**src/rtl/adcr_pkg.sv**
```systemverilog
/*
 * Constants, register map and result formatting for the converter
 * control block.
 * Assumes an AHB-Lite fabric with 32-bit data and a 100 MHz hclk.
 */
package adcr_pkg;
	// byte offsets, one aligned word each
	localparam logic [7:0] OFF_RES_LO = 8'h00;
	localparam logic [7:0] OFF_RES_HI = 8'h04;
	localparam logic [7:0] OFF_CTRL0 = 8'h08;
	localparam logic [7:0] OFF_CTRL1 = 8'h0C;
	localparam logic [7:0] OFF_CTRL2 = 8'h10;
	localparam logic [7:0] OFF_BGAP = 8'h14;
	// field positions
	localparam int START_BIT = 7;
	localparam int BUSY_BIT = 6;
	localparam int EN_BIT = 5;
	localparam int ALIGN_BIT = 4;
	localparam int BGAP_BIT = 0;
	// writable bits per register
	localparam logic [7:0] CTRL0_MASK = 8'hBF;
	localparam logic [7:0] CTRL1_MASK = 8'hF7;
	localparam logic [7:0] CTRL2_MASK = 8'h9F;
	localparam logic [7:0] BGAP_MASK = 8'h01;
	localparam logic [7:0] REG_RESET = 8'h00;
	// converter shape and timing
	localparam int RES_BITS = 12;
	localparam int NUM_CHAN = 10;
	localparam logic [3:0] LAST_CHAN = 4'h9;
	localparam logic [2:0] SAMPLE_TICKS = 3'h4;
	localparam logic [1:0] HTRANS_NONSEQ = 2'h2;

	typedef enum {SAR_IDLE, SAR_SAMPLE, SAR_DECIDE} adcr_sar_e;

	function automatic logic [7:0] fmt_hi(input logic [11:0] d,
		input logic align);
		fmt_hi = align ? {4'h0, d[11:8]} : d[11:4];
	endfunction

	function automatic logic [7:0] fmt_lo(input logic [11:0] d,
		input logic align);
		fmt_lo = align ? d[7:0] : {d[3:0], 4'h0};
	endfunction
endpackage

```
**src/rtl/adcr_sar.sv**
```systemverilog
/*
 * Successive-approximation sequencer with the conversion clock divider.
 * Assumes an analog comparator that is high while the input is at or
 * above the trial code on dac_code.
 */
module adcr_sar import adcr_pkg::*; (
	// clock and reset
	input wire logic hclk,
	input wire logic hresetn,
	// control
	input wire logic start,
	input wire logic enable,
	input wire logic [2:0] clk_div,
	input wire logic cmp_in,
	// results
	output logic [11:0] dac_code,
	output logic sampling,
	output logic done,
	output logic [11:0] result
);
	typedef struct packed {
		adcr_sar_e state;
		logic [6:0] div_cnt;
		logic [2:0] samp_cnt;
		logic [3:0] idx;
		logic [11:0] code;
		logic sampling;
		logic done;
		logic [11:0] result;
	} adcr_sar_s;

	adcr_sar_s r_reg;
	adcr_sar_s r_next;
	logic [6:0] mask;
	logic tick;
	logic [11:0] kept;

	assign mask = 7'((8'h01 << clk_div) - 8'h01);
	// tick once every 2**clk_div system clocks
	assign tick = ((r_reg.div_cnt & mask) == mask);
	assign kept = cmp_in ? r_reg.code
		: r_reg.code & ~(12'h001 << r_reg.idx);

	always_comb begin
		r_next = r_reg;
		r_next.done = 1'b0;
		r_next.div_cnt = 7'(r_reg.div_cnt + 7'h01);
		case (r_reg.state)
			SAR_IDLE: begin
				if (start && enable) begin
					r_next.state = SAR_SAMPLE;
					r_next.div_cnt = 7'h00;
					r_next.samp_cnt = 3'h0;
					r_next.sampling = 1'b1;
				end
			end
			SAR_SAMPLE: begin
				if (tick) begin
					r_next.samp_cnt = 3'(r_reg.samp_cnt + 3'h1);
					if (r_next.samp_cnt == SAMPLE_TICKS) begin
						r_next.sampling = 1'b0;
						r_next.state = SAR_DECIDE;
						r_next.idx = 4'hB;
						r_next.code = 12'h800;
					end
				end
			end
			SAR_DECIDE: begin
				// fixed length: one decision per divided tick
				if (tick) begin
					if (r_reg.idx == 4'h0) begin
						r_next.result = kept;
						r_next.done = 1'b1;
						r_next.code = 12'h000;
						r_next.state = SAR_IDLE;
					end else begin
						r_next.idx = 4'(r_reg.idx - 4'h1);
						r_next.code = kept | (12'h001 << r_next.idx);
					end
				end
			end
			default: r_next.state = SAR_IDLE;
		endcase
		// powering down abandons the conversion and drops done; result changes only if the last decision falls in that cycle
		if (!enable) begin
			r_next.state = SAR_IDLE;
			r_next.sampling = 1'b0;
			r_next.done = 1'b0;
			r_next.code = 12'h000;
		end
	end

	always_ff @(posedge hclk or negedge hresetn) begin
		if (!hresetn) begin
			r_reg <= '0;
		end else begin
			r_reg <= r_next;
		end
	end

	assign dac_code = r_reg.code;
	assign sampling = r_reg.sampling;
	assign done = r_reg.done;
	assign result = r_reg.result;
endmodule

```
**src/rtl/adcr_top.sv**
```systemverilog
/*
 * Converter control and result registers behind an AHB-Lite slave,
 * with input routing, reference controls and the SAR sequencer.
 * Assumes one master, zero-wait single word transfers, and that the
 * pin-share logic reports which pins are taken as analog inputs.
 */
module adcr_top import adcr_pkg::*; (
	// clock and reset
	input wire logic hclk,
	input wire logic hresetn,
	// ahb-lite slave
	input wire logic hsel,
	input wire logic [31:0] haddr,
	input wire logic [1:0] htrans,
	input wire logic hwrite,
	input wire logic [2:0] hsize,
	input wire logic [31:0] hwdata,
	input wire logic hready,
	output logic hreadyout,
	output logic hresp,
	output logic [31:0] hrdata,
	// analog front end
	input wire logic cmp_in,
	input wire logic [9:0] pin_adc_req,
	output logic conv_power,
	output logic ext_path_en,
	output logic [9:0] ext_chan_sel,
	output logic src_supply,
	output logic src_amp,
	output logic src_ground,
	output logic [1:0] src_scale,
	output logic [9:0] pin_analog,
	output logic [11:0] dac_code,
	output logic sampling,
	// reference controls
	output logic amp_enable,
	output logic amp_input_sel,
	output logic [1:0] ref_sel,
	output logic [1:0] amp_gain_sel,
	output logic bandgap_en
);
	typedef struct packed {
		logic [7:0] c0;
		logic [7:0] c1;
		logic [7:0] c2;
		logic [7:0] bg;
		logic [11:0] result;
		logic busy;
		logic launch;
		logic clr_pend;
		logic wr_pend;
		logic [7:0] wr_addr;
		logic [31:0] rdata;
		logic ready;
		logic [9:0] ext_sel;
		logic ext_en;
		logic power;
		logic supply;
		logic amp_src;
		logic ground;
		logic [1:0] scale;
		logic [9:0] pin_analog;
	} adcr_regs_s;

	adcr_regs_s r_reg;
	adcr_regs_s r_next;
	logic rd_req;
	logic wr_req;
	logic start_seq;
	logic [7:0] rd_byte;
	logic [3:0] src;
	logic [3:0] chan;
	logic sar_done;
	logic [11:0] sar_result;

	assign rd_req = hsel && hready && htrans == HTRANS_NONSEQ && !hwrite;
	assign wr_req = hsel && hready && htrans == HTRANS_NONSEQ && hwrite;
	// start falls on a write that keeps the converter enabled
	assign start_seq = r_reg.wr_pend && r_reg.wr_addr == OFF_CTRL0
		&& r_reg.c0[START_BIT] && !hwdata[START_BIT]
		&& hwdata[EN_BIT] && !r_reg.busy;

	always_comb begin
		r_next = r_reg;
		rd_byte = 8'h00;
		src = 4'h0;
		chan = 4'h0;
		r_next.launch = 1'b0;
		r_next.ready = 1'b1;
		// data phase of a write: the bus gives hwdata now
		if (r_reg.wr_pend) begin
			if (r_reg.wr_addr == OFF_CTRL0) begin
				// busy position is masked off the write
				r_next.c0 = hwdata[7:0] & CTRL0_MASK;
			end else if (r_reg.wr_addr == OFF_CTRL1) begin
				r_next.c1 = hwdata[7:0] & CTRL1_MASK;
			end else if (r_reg.wr_addr == OFF_CTRL2) begin
				r_next.c2 = hwdata[7:0] & CTRL2_MASK;
			end else if (r_reg.wr_addr == OFF_BGAP) begin
				r_next.bg = hwdata[7:0] & BGAP_MASK;
			end
		end
		if (start_seq) begin
			r_next.busy = 1'b1;
			r_next.launch = 1'b1;
		end
		// busy drops one cycle after the result lands
		if (r_reg.clr_pend) begin
			r_next.busy = 1'b0;
			r_next.clr_pend = 1'b0;
		end
		// a done that lands just after power-down must not overwrite
		if (sar_done && r_reg.power) begin
			r_next.result = sar_result;
			r_next.clr_pend = 1'b1;
		end
		// switching off aborts; the result changes only if a done lands in that same cycle
		if (!r_next.c0[EN_BIT]) begin
			r_next.busy = 1'b0;
			r_next.clr_pend = 1'b0;
		end
		r_next.power = r_next.c0[EN_BIT];
		// input routing
		src = r_next.c1[7:4];
		chan = r_next.c0[3:0];
		r_next.ext_en = (src == 4'h0) || (src == 4'h4)
			|| (src[3:2] == 2'h3);
		r_next.ground = (src[3:2] == 2'h2);
		r_next.supply = !src[3] && !src[2] && src[1:0] != 2'h0;
		r_next.amp_src = !src[3] && src[2] && src[1:0] != 2'h0;
		// 1 full, 2 half, 3 quarter, coded as scale 0, 1, 2
		r_next.scale = (r_next.supply || r_next.amp_src)
			? 2'(src[1:0] - 2'h1) : 2'h0;
		r_next.ext_sel = 10'h000;
		if (r_next.ext_en && chan <= LAST_CHAN) begin
			r_next.ext_sel = 10'h001 << chan;
		end
		// codes above nine leave every channel switch open
		if (chan > LAST_CHAN) begin
			r_next.ext_sel = 10'h000;
		end
		r_next.pin_analog = pin_adc_req;
		// register read sees the write of the previous data phase
		if (haddr[7:0] == OFF_RES_LO) begin
			rd_byte = fmt_lo(r_next.result, r_next.c0[ALIGN_BIT]);
		end else if (haddr[7:0] == OFF_RES_HI) begin
			rd_byte = fmt_hi(r_next.result, r_next.c0[ALIGN_BIT]);
		end else if (haddr[7:0] == OFF_CTRL0) begin
			rd_byte = r_next.c0;
			rd_byte[BUSY_BIT] = r_next.busy;
		end else if (haddr[7:0] == OFF_CTRL1) begin
			rd_byte = r_next.c1;
		end else if (haddr[7:0] == OFF_CTRL2) begin
			rd_byte = r_next.c2;
		end else if (haddr[7:0] == OFF_BGAP) begin
			rd_byte = r_next.bg;
		end
		if (rd_req) begin
			r_next.rdata = {24'h000000, rd_byte};
		end
		r_next.wr_pend = wr_req;
		r_next.wr_addr = haddr[7:0];
	end

	always_ff @(posedge hclk or negedge hresetn) begin
		if (!hresetn) begin
			r_reg <= '0;
		end else begin
			r_reg <= r_next;
		end
	end

	adcr_sar u_sar (
		.hclk(hclk),
		.hresetn(hresetn),
		.start(r_reg.launch),
		.enable(r_reg.power),
		.clk_div(r_reg.c1[2:0]),
		.cmp_in(cmp_in),
		.dac_code(dac_code),
		.sampling(sampling),
		.done(sar_done),
		.result(sar_result)
	);

	assign hreadyout = r_reg.ready;
	assign hresp = 1'b0;
	assign hrdata = r_reg.rdata;
	assign conv_power = r_reg.power;
	assign ext_path_en = r_reg.ext_en;
	assign ext_chan_sel = r_reg.ext_sel;
	assign src_supply = r_reg.supply;
	assign src_amp = r_reg.amp_src;
	assign src_ground = r_reg.ground;
	assign src_scale = r_reg.scale;
	assign pin_analog = r_reg.pin_analog;
	assign amp_enable = r_reg.c2[7];
	assign amp_input_sel = r_reg.c2[4];
	assign ref_sel = r_reg.c2[3:2];
	assign amp_gain_sel = r_reg.c2[1:0];
	assign bandgap_en = r_reg.bg[BGAP_BIT];
endmodule

```
**config.mk**
```make
export PLATFORM = sky130hd
export DESIGN_NAME = adcr_top
export DESIGN_NICKNAME = d
export VERILOG_FILES = /design/src/rtl/adcr_pkg.sv /design/src/rtl/adcr_sar.sv /design/src/rtl/adcr_top.sv
export SDC_FILE = /design/constraint.sdc
export NUM_CORES = 1
export LEC_CHECK = 0
export BUFFER_PORTS_ARGS = -buffer_cell sky130_fd_sc_hd__buf_2
export CAP_MARGIN = 5
export CORE_MARGIN = 1.5
export CORE_UTILIZATION = 50
export CTS_BUF_LIST = sky130_fd_sc_hd__clkbuf_4 sky130_fd_sc_hd__clkbuf_8 sky130_fd_sc_hd__clkbuf_16
export CTS_CLUSTER_DIAMETER = 40
export DETAILED_ROUTE_END_ITERATION = 8
export GPL_TIMING_DRIVEN = 0
export PLACE_DENSITY = 0.76
export RECOVER_POWER = 25
export SYNTH_ARGS = -nofsm -noshare
export SYNTH_HDL_FRONTEND = slang
export SYNTH_SLANG_ARGS = --single-unit
```
**constraint.sdc**
```tcl
create_clock -name hclk -period 3.79 [get_ports hclk]
set_input_delay 0.758 -clock hclk [delete_from_list [all_inputs] [get_ports hclk]]
set_output_delay 0.758 -clock hclk [all_outputs]
set_load 0.005 [all_outputs]
```
Word-level counts from Yosys, hierarchy flattened
Cells that the tools add are included.

Add/subtract/negate cells: 5. Bitwise gates (word level): 4. Divide/modulo/power cells: 0. $mul: 0. Equal/unequal tests: 29. Reductions and logical operators: 37. Mux-type cells: 47. Shift-type cells: 4. Order comparisons: 2.

Operators with widths (number): 32-bit 2-to-1 mux (6); 8-bit 2-to-1 mux (13); 32-bit case mux with 3 select lines (1); 42-bit 2-to-1 mux (1); 13-bit 2-to-1 mux (3); 12-bit 2-to-1 mux (3); 32-bit by 1-bit == test with 1-bit output, second input constant (1); 32-bit by 2-bit == test with 1-bit output, second input constant (1); 8-bit by 4-bit == test with 1-bit output, second input constant (4); 8-bit by 5-bit == test with 1-bit output, second input constant (4); 32-bit zero test (1); 16-bit 2-to-1 mux (2); 16-bit case mux with 2 select lines (1); 24-bit 2-to-1 mux (1); 1-bit by 4-bit << shifter with 12-bit output, first input constant (2); 10-bit 2-to-1 mux (2); 20-bit 2-to-1 mux (1); 17-bit 2-to-1 mux (1); 1-bit logical AND (16); 3-bit by 2-bit inequality test with 1-bit output, second input constant (5); 14-bit 2-to-1 mux (1); 12-bit bitwise AND (1); 12-bit inverter (1); 12-bit OR (1); 32 further kinds (55).

Bits in read-only memories: 0. Output and inout bits: 81. Bits in latches: 0. Input bits: 85. Bits in writable memories: 0. Memories kept: 0. Bits in registers: 163.

Depth between registers and ports, before layout
Gate-level depths: netlist of run 1.

Depth after elaboration: 12. Depth in mapped cells: 9.

Hierarchy
A second synthesis of run 1 with hierarchy kept.

Cell total of the unflattened synthesis: 701. Area, all modules: 6954.2 um^2.

Modules (own cells, without submodules): adcr_top (seq. area each 2252.2 um^2, cells an instance 433, times used 1, area each 4421.7 um^2); adcr_sar (seq. area each 1051.0 um^2, cells an instance 268, times used 1, area each 2532.4 um^2).

Worst setup path before layout of run 1
OpenSTA, ideal clock, no wires.

Kind: input port to flip-flop. Start point: input port haddr[7]. End point: register r_reg (netlist bit hrdata[7]). Arrival: 2268 ps. Stages on the path: 7. Library setup time: 131 ps. Setup slack: 1390 ps. Path through: nor4_1 and3_1 clkbuf_1 nand2_1 nor2_1 nor4_1 or3_1.

Word-level cells in the longest chain between the ends: 7.

RTL lines: start: declaration (line adcr_top.sv:13) `input wire logic [31:0] haddr,`; 8-bit by 5-bit == test with 1-bit output (line adcr_top.sv:155) `end else if (haddr[7:0] == OFF_BGAP) begin`; 8-bit 2-to-1 mux (line adcr_top.sv:155); 8-bit 2-to-1 mux (line adcr_top.sv:153) `end else if (haddr[7:0] == OFF_CTRL2) begin`; 8-bit 2-to-1 mux (line adcr_top.sv:151) `end else if (haddr[7:0] == OFF_CTRL1) begin`; 8-bit 2-to-1 mux (line adcr_top.sv:148) `end else if (haddr[7:0] == OFF_CTRL0) begin`; 8-bit 2-to-1 mux (line adcr_top.sv:146) `end else if (haddr[7:0] == OFF_RES_HI) begin`; 8-bit 2-to-1 mux (*) (line adcr_top.sv:144) `if (haddr[7:0] == OFF_RES_LO) begin`; end signal: assignment (line adcr_top.sv:169) `r_reg <= r_next;`; end: declaration (line adcr_top.sv:65) `adcr_regs_s r_reg;`.

Every way passes the cells marked *; elsewhere a longest branch is shown, timed or not. A chain may end at the register's enable or synchronous reset.

==> results_dict.tcl, run 1 <==
set metrics [dict create \
    status "finished with violations" \
    violations "capacitance limit, slew limit" \
    ys_warn_count 0 \
    syn_area_sq_um 6430 \
    grt_max_degree 91 \
    cts_hold_buf 0 \
    timing_worst_setup_path_type "reg2reg" \
    routedWlPerCell_um 14.9 \
    vias 4818 \
    synth-async-reset-ratio_pct 100 \
    grt_use_total_pct 22.2 \
    start_util_pct 51.2 \
    ys_types 63 \
    routabilityCongestion 0.893 \
    synth_area_leaders "dfrtp_1, buf_4, nand2_1" \
    cts_setup_buffers 0 \
    netlist_instances 624 \
    synth_xor_area_share_pct 0.817 \
    diodes 0 \
    drv_cap 1 \
    yosys_register_bits 132 \
    grt_antenna_before_repair 0 \
    die_w_um 116 \
    skew_ps 6.37 \
    drtAntennaViolNets 0 \
    area_delta_synth_final_pct 20.5 \
    drive_above_1_share_pct 28.9 \
    grt_overflow 0 \
    crit_path_end_kind "register" \
    critPathLaunchType "register" \
    grt_pass1_wl_mm 23.2 \
    period_share_pct 68.0 \
    power_leakage_nw 3.86 \
    finalMaxSlewViolations 43 \
    cts_resized 0 \
    synth-simple-area-share_pct 15.9 \
    hold_violations 0 \
    fmax_ghz 0.388 \
    synth_top_cell_area_share_pct 51.4 \
    power_density_nw_per_um2 425 \
    synth_fa_ha_area_share_pct 2.53 \
    whs_ps 433 \
    post-dp-hpwl_mm 10.3 \
    setup_slack_ps 1210 \
    setup_tns_ps 0 \
    synth.most_common_cell "dfrtp_1" \
    clk_path_buf_depth 2 \
    wirelength_mm 14.0 \
    cp_max_fo 8 \
    fillers 1052 \
    port_buffers 89 \
    nets 855 \
    syn_avg_cell_area_sq_um 10.3 \
    die_y_um 116 \
    drc 0 \
    synth_mux_area_share_pct 6.85 \
    core_sq_um 12600 \
    rr_worst_depth 8 \
    design.portCount 166 \
    synth-compound-area-share_pct 11.1 \
    tritoncts "done" \
    grt_setup_unrepaired "false" \
    grt_pass1_vias 4739 \
    hold_class "reg2reg" \
    yosysTopAreaCell "dfrtp_1" \
    viasPerCell 5.13 \
    numCtsBuffers 17 \
    clkLatencyLatePin_ps 400 \
    rows 41 \
    slew_headroom_pct -50.3 \
    holdPathStages 1 \
    tightest_slew_ps 2260 \
    synth_common_cells "dfrtp_1, buf_4, nand2_1, nor2_1, nand3_1" \
    peakVddDrop_v 0.000227 \
    largest_register_ffs 48 \
    htree_levels 4 \
    root_buffer "clkbuf_16" \
    synth_flop_cell "dfrtp_1" \
    final-setup-viol-count 0 \
    dr.pass1.iters 5 \
    path_clk_slew_ps 60 \
    cp.required_ps 4100 \
    final_period_minus_worst_setup_slack_ps 2580 \
    synth_edf_count 0 \
    design.die.area_sq_um 13500 \
    drt_iter0_drc 262 \
    ys_seq_area_share_pct 51.4 \
    arrival_ps 2890 \
    cts.sinks 132 \
    synth_top_family_by_area "simple AND/OR/NAND/NOR gates" \
    dpl_worst_slack_ps 874 \
]
-- worst max-delay path, stage by stage (launching register included) --
cell	delay, ps
dfrtp_1	400
nor4b_4	480
nand3_4	240
mux2i_1	370
ha_1	200
nand2b_1	190
nor2b_2	240
nand3b_1	170
nor3_1	190
-- area by class of cell --
class	instances	area, sq um	area share (%)
clock buffers	24	497	6.41
repair buffers	90	462	5.96
flip-flops and latches	132	3300	42.6
plain buffers	92	619	8.00
multi-input cells	396	2490	32.2
inverters	28	105	1.36
well taps	172	215	2.78
clock inverters	5	52.6	0.678
-- power breakdown --
part | leakage [nW] | internal, mW | total (mW) | switching (mW)
logic | 1.94 | 0.135 | 0.270 | 0.134
clock network | 0.275 | 0.968 | 1.52 | 0.551
registers | 1.65 | 1.47 | 1.51 | 0.0377
-- cell families (layout without fill, tap and decap cells) --
logic type	Yosys count	in the layout
AND/OR/NAND/NOR	208	208
flip-flops	132	132
buffers and inverters	120	239
AO/OA/AOI/OAI	105	105
multiplexers	38	38
adder cells (fa/ha/maj)	13	13
XOR/XNOR	6	6
other	2	26
-- placed cells by master, fill, tap and decap left out, drive strengths merged, types with 21 or more instances in the layout --
master    n
a21oi    25
nand2    65
nor2     48
o21ai    21
mux2     22
clkbuf   48
conb     26
dfrtp   132
nand3    30
buf     158
inv      28
-- per-layer routing --
metal / GRT usage, % / routed length, um / vias to the layer above
met2: 37.6 / 6970 / 157
met1: 28.9 / 6230 / 2329
li1: - / - / 2317
met5: 0 / 0 / -
met4: 7.56 / 174 / 0
met3: 4.15 / 652 / 15
-- through the flow --
step | cells | util (%) | total power [mW] | instance area, sq um
after floorplan | 648 | - | 1.68 | 6520
after global placement | 909 | 57.1 | 1.79 | 7180
after detailed placement | 910 | 57.4 | 1.80 | 7210
after CTS | 939 | 61.8 | 3.33 | 7760
after global routing | 939 | 61.6 | 3.44 | 7750
final | 939 | 61.6 | 3.30 | 7750
-- worst paths after layout --
check	endpoint	slack (ps)	startpoint
max	ext_chan_sel[2]$_DFF_PN0_	1210	r_reg[67]$_DFF_PN0_
min	r_reg[70]$_DFF_PN0_	430	r_reg[71]$_DFF_PN0_
max reg2reg	ext_chan_sel[2]$_DFF_PN0_	1210	r_reg[67]$_DFF_PN0_
min reg2reg	r_reg[70]$_DFF_PN0_	430	r_reg[71]$_DFF_PN0_
max in group asynchronous	amp_input_sel$_DFF_PN0_	1480	hresetn
min in group asynchronous	pin_analog[0]$_DFF_PN0_	1040	hresetn
No activity file was read; power rests on OpenSTA's default activity.
==> inputs of run 2 (changes only) <==
clock period = 2.6 ns   (was 3.79 ns; I/O delays follow)
==> run 2 against run 1 <==
Net effect: the flow still finishes with violations (capacitance limit, slew limit); sequential share of layout area shrank 0.16 points; die area is the same; cell count grew 0.21%; clock skew grew 1.7 ps; fmax grew 5.5%; sequential power grew 46%; critical path type unchanged.
==> results_dict.tcl, run 2 (synthesis results as in run 1) <==
set metrics [dict create \
    status "finished with violations" \
    violations "capacitance limit, slew limit" \
    place_inst 910 \
    diodes 0 \
    root_buffer "clkbuf_16" \
    clk_path_buf_depth 2 \
    critPathLaunchType "register" \
    grt_max_degree 91 \
    routedWlPerCell_um 15.0 \
    grt_antenna_before_repair 0 \
    viasPerCell 5.15 \
    grt_pass1_wl_mm 23.2 \
    port_buffers 89 \
    cp_max_fo 8 \
    clkLatencyLatePin_ps 400 \
    max_stage_delay_ps 410 \
    whs_ps 221 \
    die_w_um 116 \
    cts_hold_buf 0 \
    skew_ps 8.12 \
    area_delta_synth_final_pct 20.9 \
    drive_above_1_share_pct 29.4 \
    final_area_sq_um 7770 \
    fillers 1051 \
    crit_path_end_kind "register" \
    fmax_ghz 0.409 \
    grt_setup_unrepaired "false" \
    drv_cap 1 \
    grt_overflow 0 \
    peakVddDrop_v 0.000333 \
    drt_iter0_drc 297 \
    core_sq_um 12600 \
    grt_pass1_vias 4739 \
    path_clk_slew_ps 60 \
    critPathSlowestCell "dfrtp_1" \
    cts.sinks 132 \
    setup_slack_ps 157 \
    largest_register_ffs 48 \
    htree_levels 4 \
    die_y_um 116 \
    arrival_ps 2750 \
    crit_path_cell_trace "nor4b_4 -> buf_4 -> nand3_4 -> mux2_2 -> inv_2 -> ha_1 -> nand2b_1 -> nor2b_2 -> nand3b_1 -> nor3_1" \
    final_core_util_pct 61.9 \
    slew_headroom_pct -26.0 \
    cp_top_family "simple AND/OR/NAND/NOR gates" \
    start_util_pct 51.2 \
    final_period_minus_worst_setup_slack_ps 2440 \
    hold_class "in2reg" \
    timing_worst_setup_path_type "reg2reg" \
    drc 0 \
    cp_num_buf_inv 2 \
    grt_use_total_pct 22.2 \
    tritoncts "done" \
    numCtsBuffers 17 \
    setup_tns_ps 0 \
    design.portCount 166 \
    fin_cells 941 \
    post-dp-hpwl_mm 10.3 \
    power_density_nw_per_um2 619 \
    nets 857 \
    tightest_slew_ps 1890 \
    power_leakage_nw 3.88 \
    dr.pass1.iters 5 \
    wirelength_mm 14.2 \
    mostFrequentLayoutCells "dfrtp_1, buf_2, buf_4" \
    hold_violations 0 \
    finalMaxSlewViolations 43 \
    final-setup-viol-count 0 \
    dpl_worst_slack_ps -77.6 \
    finalPower_mw 4.81 \
    rows 41 \
    routabilityCongestion 0.893 \
    vias 4842 \
    final_common_cell "dfrtp_1" \
    cp.required_ps 2910 \
    design.die.area_sq_um 13500 \
    period_share_pct 94.0 \
    drtAntennaViolNets 0 \
    placed_area_sq_um 7210 \
]
==> run 2: cell count changes in the layout (fill, tap and decap cells not counted), sizes merged <==
cell	delta
clkbuf	-1
dlygate4sd2	+1
buf	+2
==> run 2: report_power, final <==
part           leakage [nW]  internal [mW]  switching, mW
combinational          1.95          0.198          0.197
sequential             1.65           2.14         0.0558
clock                 0.275           1.41          0.808
total                  3.88           3.75           1.06
==> run 2: metal layers <==
layer	share of wire [%]	global-route usage [%]
met1	44	28.9
met2	50	37.6
met3	5.2	4.15
met4	1.3	7.56
met5	0	0
==> run 2: final cells by class <==
type / instances / area [sq um] / area share, %
Buffer: 92 / 619 / 7.97
Sequential cell: 132 / 3300 / 42.5
Multi-Input combinational cell: 396 / 2500 / 32.2
Tap cell: 172 / 215 / 2.77
Timing Repair Buffer: 92 / 482 / 6.20
Inverter: 28 / 105 / 1.35
Clock inverter: 5 / 52.6 / 0.676
Clock buffer: 24 / 497 / 6.39
==> run 2: worst paths after layout <==
kind | startpoint | end | slack (ps) | depth (start not counted)
hold / removal | pin_adc_req[9] | pin_analog[9]$_DFF_PN0_ | 220 | 1
hold reg to reg | r_reg[71]$_DFF_PN0_ | r_reg[70]$_DFF_PN0_ | 430 | 1
max in group asynchronous | hresetn | u_sar.result[5]$_DFFE_PN0P_ | 630 | 2
min in group asynchronous | hresetn | pin_analog[0]$_DFF_PN0_ | 790 | 1
setup / recovery | r_reg[65]$_DFF_PN0_ | ext_chan_sel[2]$_DFF_PN0_ | 160 | 10
setup reg to reg | r_reg[65]$_DFF_PN0_ | ext_chan_sel[2]$_DFF_PN0_ | 160 | 10
==> run 2: what timing repair did <==
item,4_1_cts,5_1_grt
buffers inserted,0,2
endpoints found under the setup margin,0,11
gates resized for setup,0,2
==> inputs of run 3 (changes only) <==
CORE_MARGIN = 4   (was 1.5)
==> run 3 against run 2 <==
Net effect: the flow now finishes without violations; sequential share of layout area about the same; wire length about the same; global-route usage is 2.1 points lower; non-clock buffer count fell by 1; clock skew down 0.90 ps; highest routed layer unchanged.
==> results_dict.tcl, run 3 (synthesis results as in run 1) <==
set metrics [dict create \
    hold_class "in2reg" \
    crit_path_end_kind "register" \
    grt_setup_unrepaired "false" \
    grt_max_degree 76 \
    power.internal_mw 3.68 \
    cp.required_ps 2900 \
    power_frac_comb_pct 8.3 \
    nets 856 \
    wirelength_mm 14.2 \
    final_area_sq_um 7770 \
    p_sw_mw 1.09 \
    cp_max_fo 10 \
    final-setup-viol-count 0 \
    max_stage_delay_ps 390 \
    switching_share_pct 22.9 \
    numCtsBuffers 17 \
    design.die.area_sq_um 14700 \
    skew_ps 7.22 \
    root_buffer "clkbuf_16" \
    finalPower_mw 4.77 \
    port_buffers 89 \
    dr.pass1.iters 5 \
    place_inst 910 \
    grt_antenna_before_repair 0 \
    timing.rr.start "r_reg[66]$_DFF_PN0_" \
    grt_overflow 0 \
    routedWlPerCell_um 15.1 \
    status "completed" \
    cp_num_buf_inv 3 \
    start_util_pct 51.0 \
    drive_above_1_share_pct 29.7 \
    cts.sinks 132 \
    peakVddDrop_v 0.000390 \
    die_y_um 121 \
    drv_cap 0 \
    power_density_nw_per_um2 614 \
    area_delta_synth_final_pct 20.8 \
    diodes 0 \
    cp_top_family "compound AO/OA/AOI/OAI gates" \
    hp-start "pin_adc_req[1]" \
    tightest_slew_ps 1420 \
    largest_register_ffs 48 \
    crit_top_cell "buf_4" \
    power_leakage_nw 3.86 \
    clk_path_buf_depth 2 \
    tritoncts "done" \
    arrival_ps 2710 \
    slew_headroom_pct 5.02 \
    core_sq_um 12600 \
    htree_levels 4 \
    placed_area_sq_um 7210 \
    drtAntennaViolNets 0 \
    routabilityCongestion 0.838 \
    rows 41 \
    vias 4883 \
    finalMaxSlewViolations 0 \
    crit_path_cell_trace "nor4b_4 -> buf_4 -> nand3_2 -> buf_4 -> mux2i_4 -> inv_2 -> o22ai_1 -> o221ai_1 -> o221a_2" \
    viasPerCell 5.19 \
    grt_use_total_pct 20.1 \
    fillers 1084 \
    period_share_pct 92.9 \
    drt_iter0_drc 268 \
    timing_worst_setup_path_type "reg2reg" \
    fmax_ghz 0.414 \
    drc 0 \
    critPathSlowestCell "dfrtp_1" \
    final_period_minus_worst_setup_slack_ps 2420 \
    die_w_um 121 \
    post-dp-hpwl_mm 10.3 \
    fin_cells 940 \
    seq_power_share_pct 46.0 \
    power_frac_clock_pct 45.6 \
    grt_pass1_vias 4863 \
    crit_start "r_reg[66]$_DFF_PN0_" \
    critPathLaunchType "register" \
    design.portCount 166 \
    final_common_cell "dfrtp_1" \
    cts_hold_buf 0 \
    clkLatencyLatePin_ps 410 \
    grt_pass1_wl_mm 23.5 \
    hold_violations 0 \
    path_clk_slew_ps 60 \
    mostFrequentLayoutCells "dfrtp_1, buf_2, buf_4" \
]
==> run 3: layout make-up <==
class,count,area (sq um),share of cell area (%)
sequential,132,3300,42.5
clock inverter,10,86.3,1.11
buffer,92,619,7.97
inverter,28,105,1.35
timing repair buffer,91,470,6.06
tap,172,215,2.77
multi-input combinational,396,2510,32.4
clock buffer,19,453,5.83
==> run 3: worst register-to-register path, delay by kind of cell, from the launching register on <==
family / cells / cell delay (ps)
and+or+nand+nor: 2 / 560
muxes: 1 / 240
DFF: 1 / 390
buffers and inverters: 3 / 530
AOI/OAI and AO/OA: 3 / 580
==> run 3: metrics by stage <==
stage	utilization (%)	setup TNS (ps)	hold WS (ps)	setup WS, ps
floorplan	-	0	224	420
global placement	56.9	-83080	428	-637
detailed placement	57.2	-76.5	434	-42.3
CTS	61.4	0	78.5	8.78
global route	61.6	0	194	16.4
finish	61.6	0	215	185
==> run 3: timing repair <==
action,CTS,global route
buffers inserted,0,1
endpoints found under the setup margin,0,13
resized for setup,0,5
==> run 3: worst paths after layout <==
path	end	cells after the start	slack, ps
max reg2reg	hrdata[2]$_DFFE_PN0P_	9	180
min in group asynchronous	pin_analog[0]$_DFF_PN0_	1	450
min	pin_analog[1]$_DFF_PN0_	1	210
min reg2reg	r_reg[71]$_DFF_PN0_	1	430
max	hrdata[2]$_DFFE_PN0P_	9	180
max in group asynchronous	r_reg[74]$_DFF_PN0_	2	1150
==> run 3: power groups by stage <==
stage                     Combinational, mW  Sequential [mW]  Clock [mW]
after floorplan                       0.235             2.22           0
after global placement                0.382             2.23           0
after detailed placement              0.398             2.23           0
after CTS                             0.402             2.20        2.23
after global routing                  0.448             2.20        2.32
final                                 0.397             2.20        2.18
==> run 3: routing by layer <==
metal | track usage, % | wire [um]
met3 | 4.76 | 880
met2 | 32.8 | 6870
met5 | 0 | 0
met1 | 25.6 | 6070
met4 | 8.54 | 340
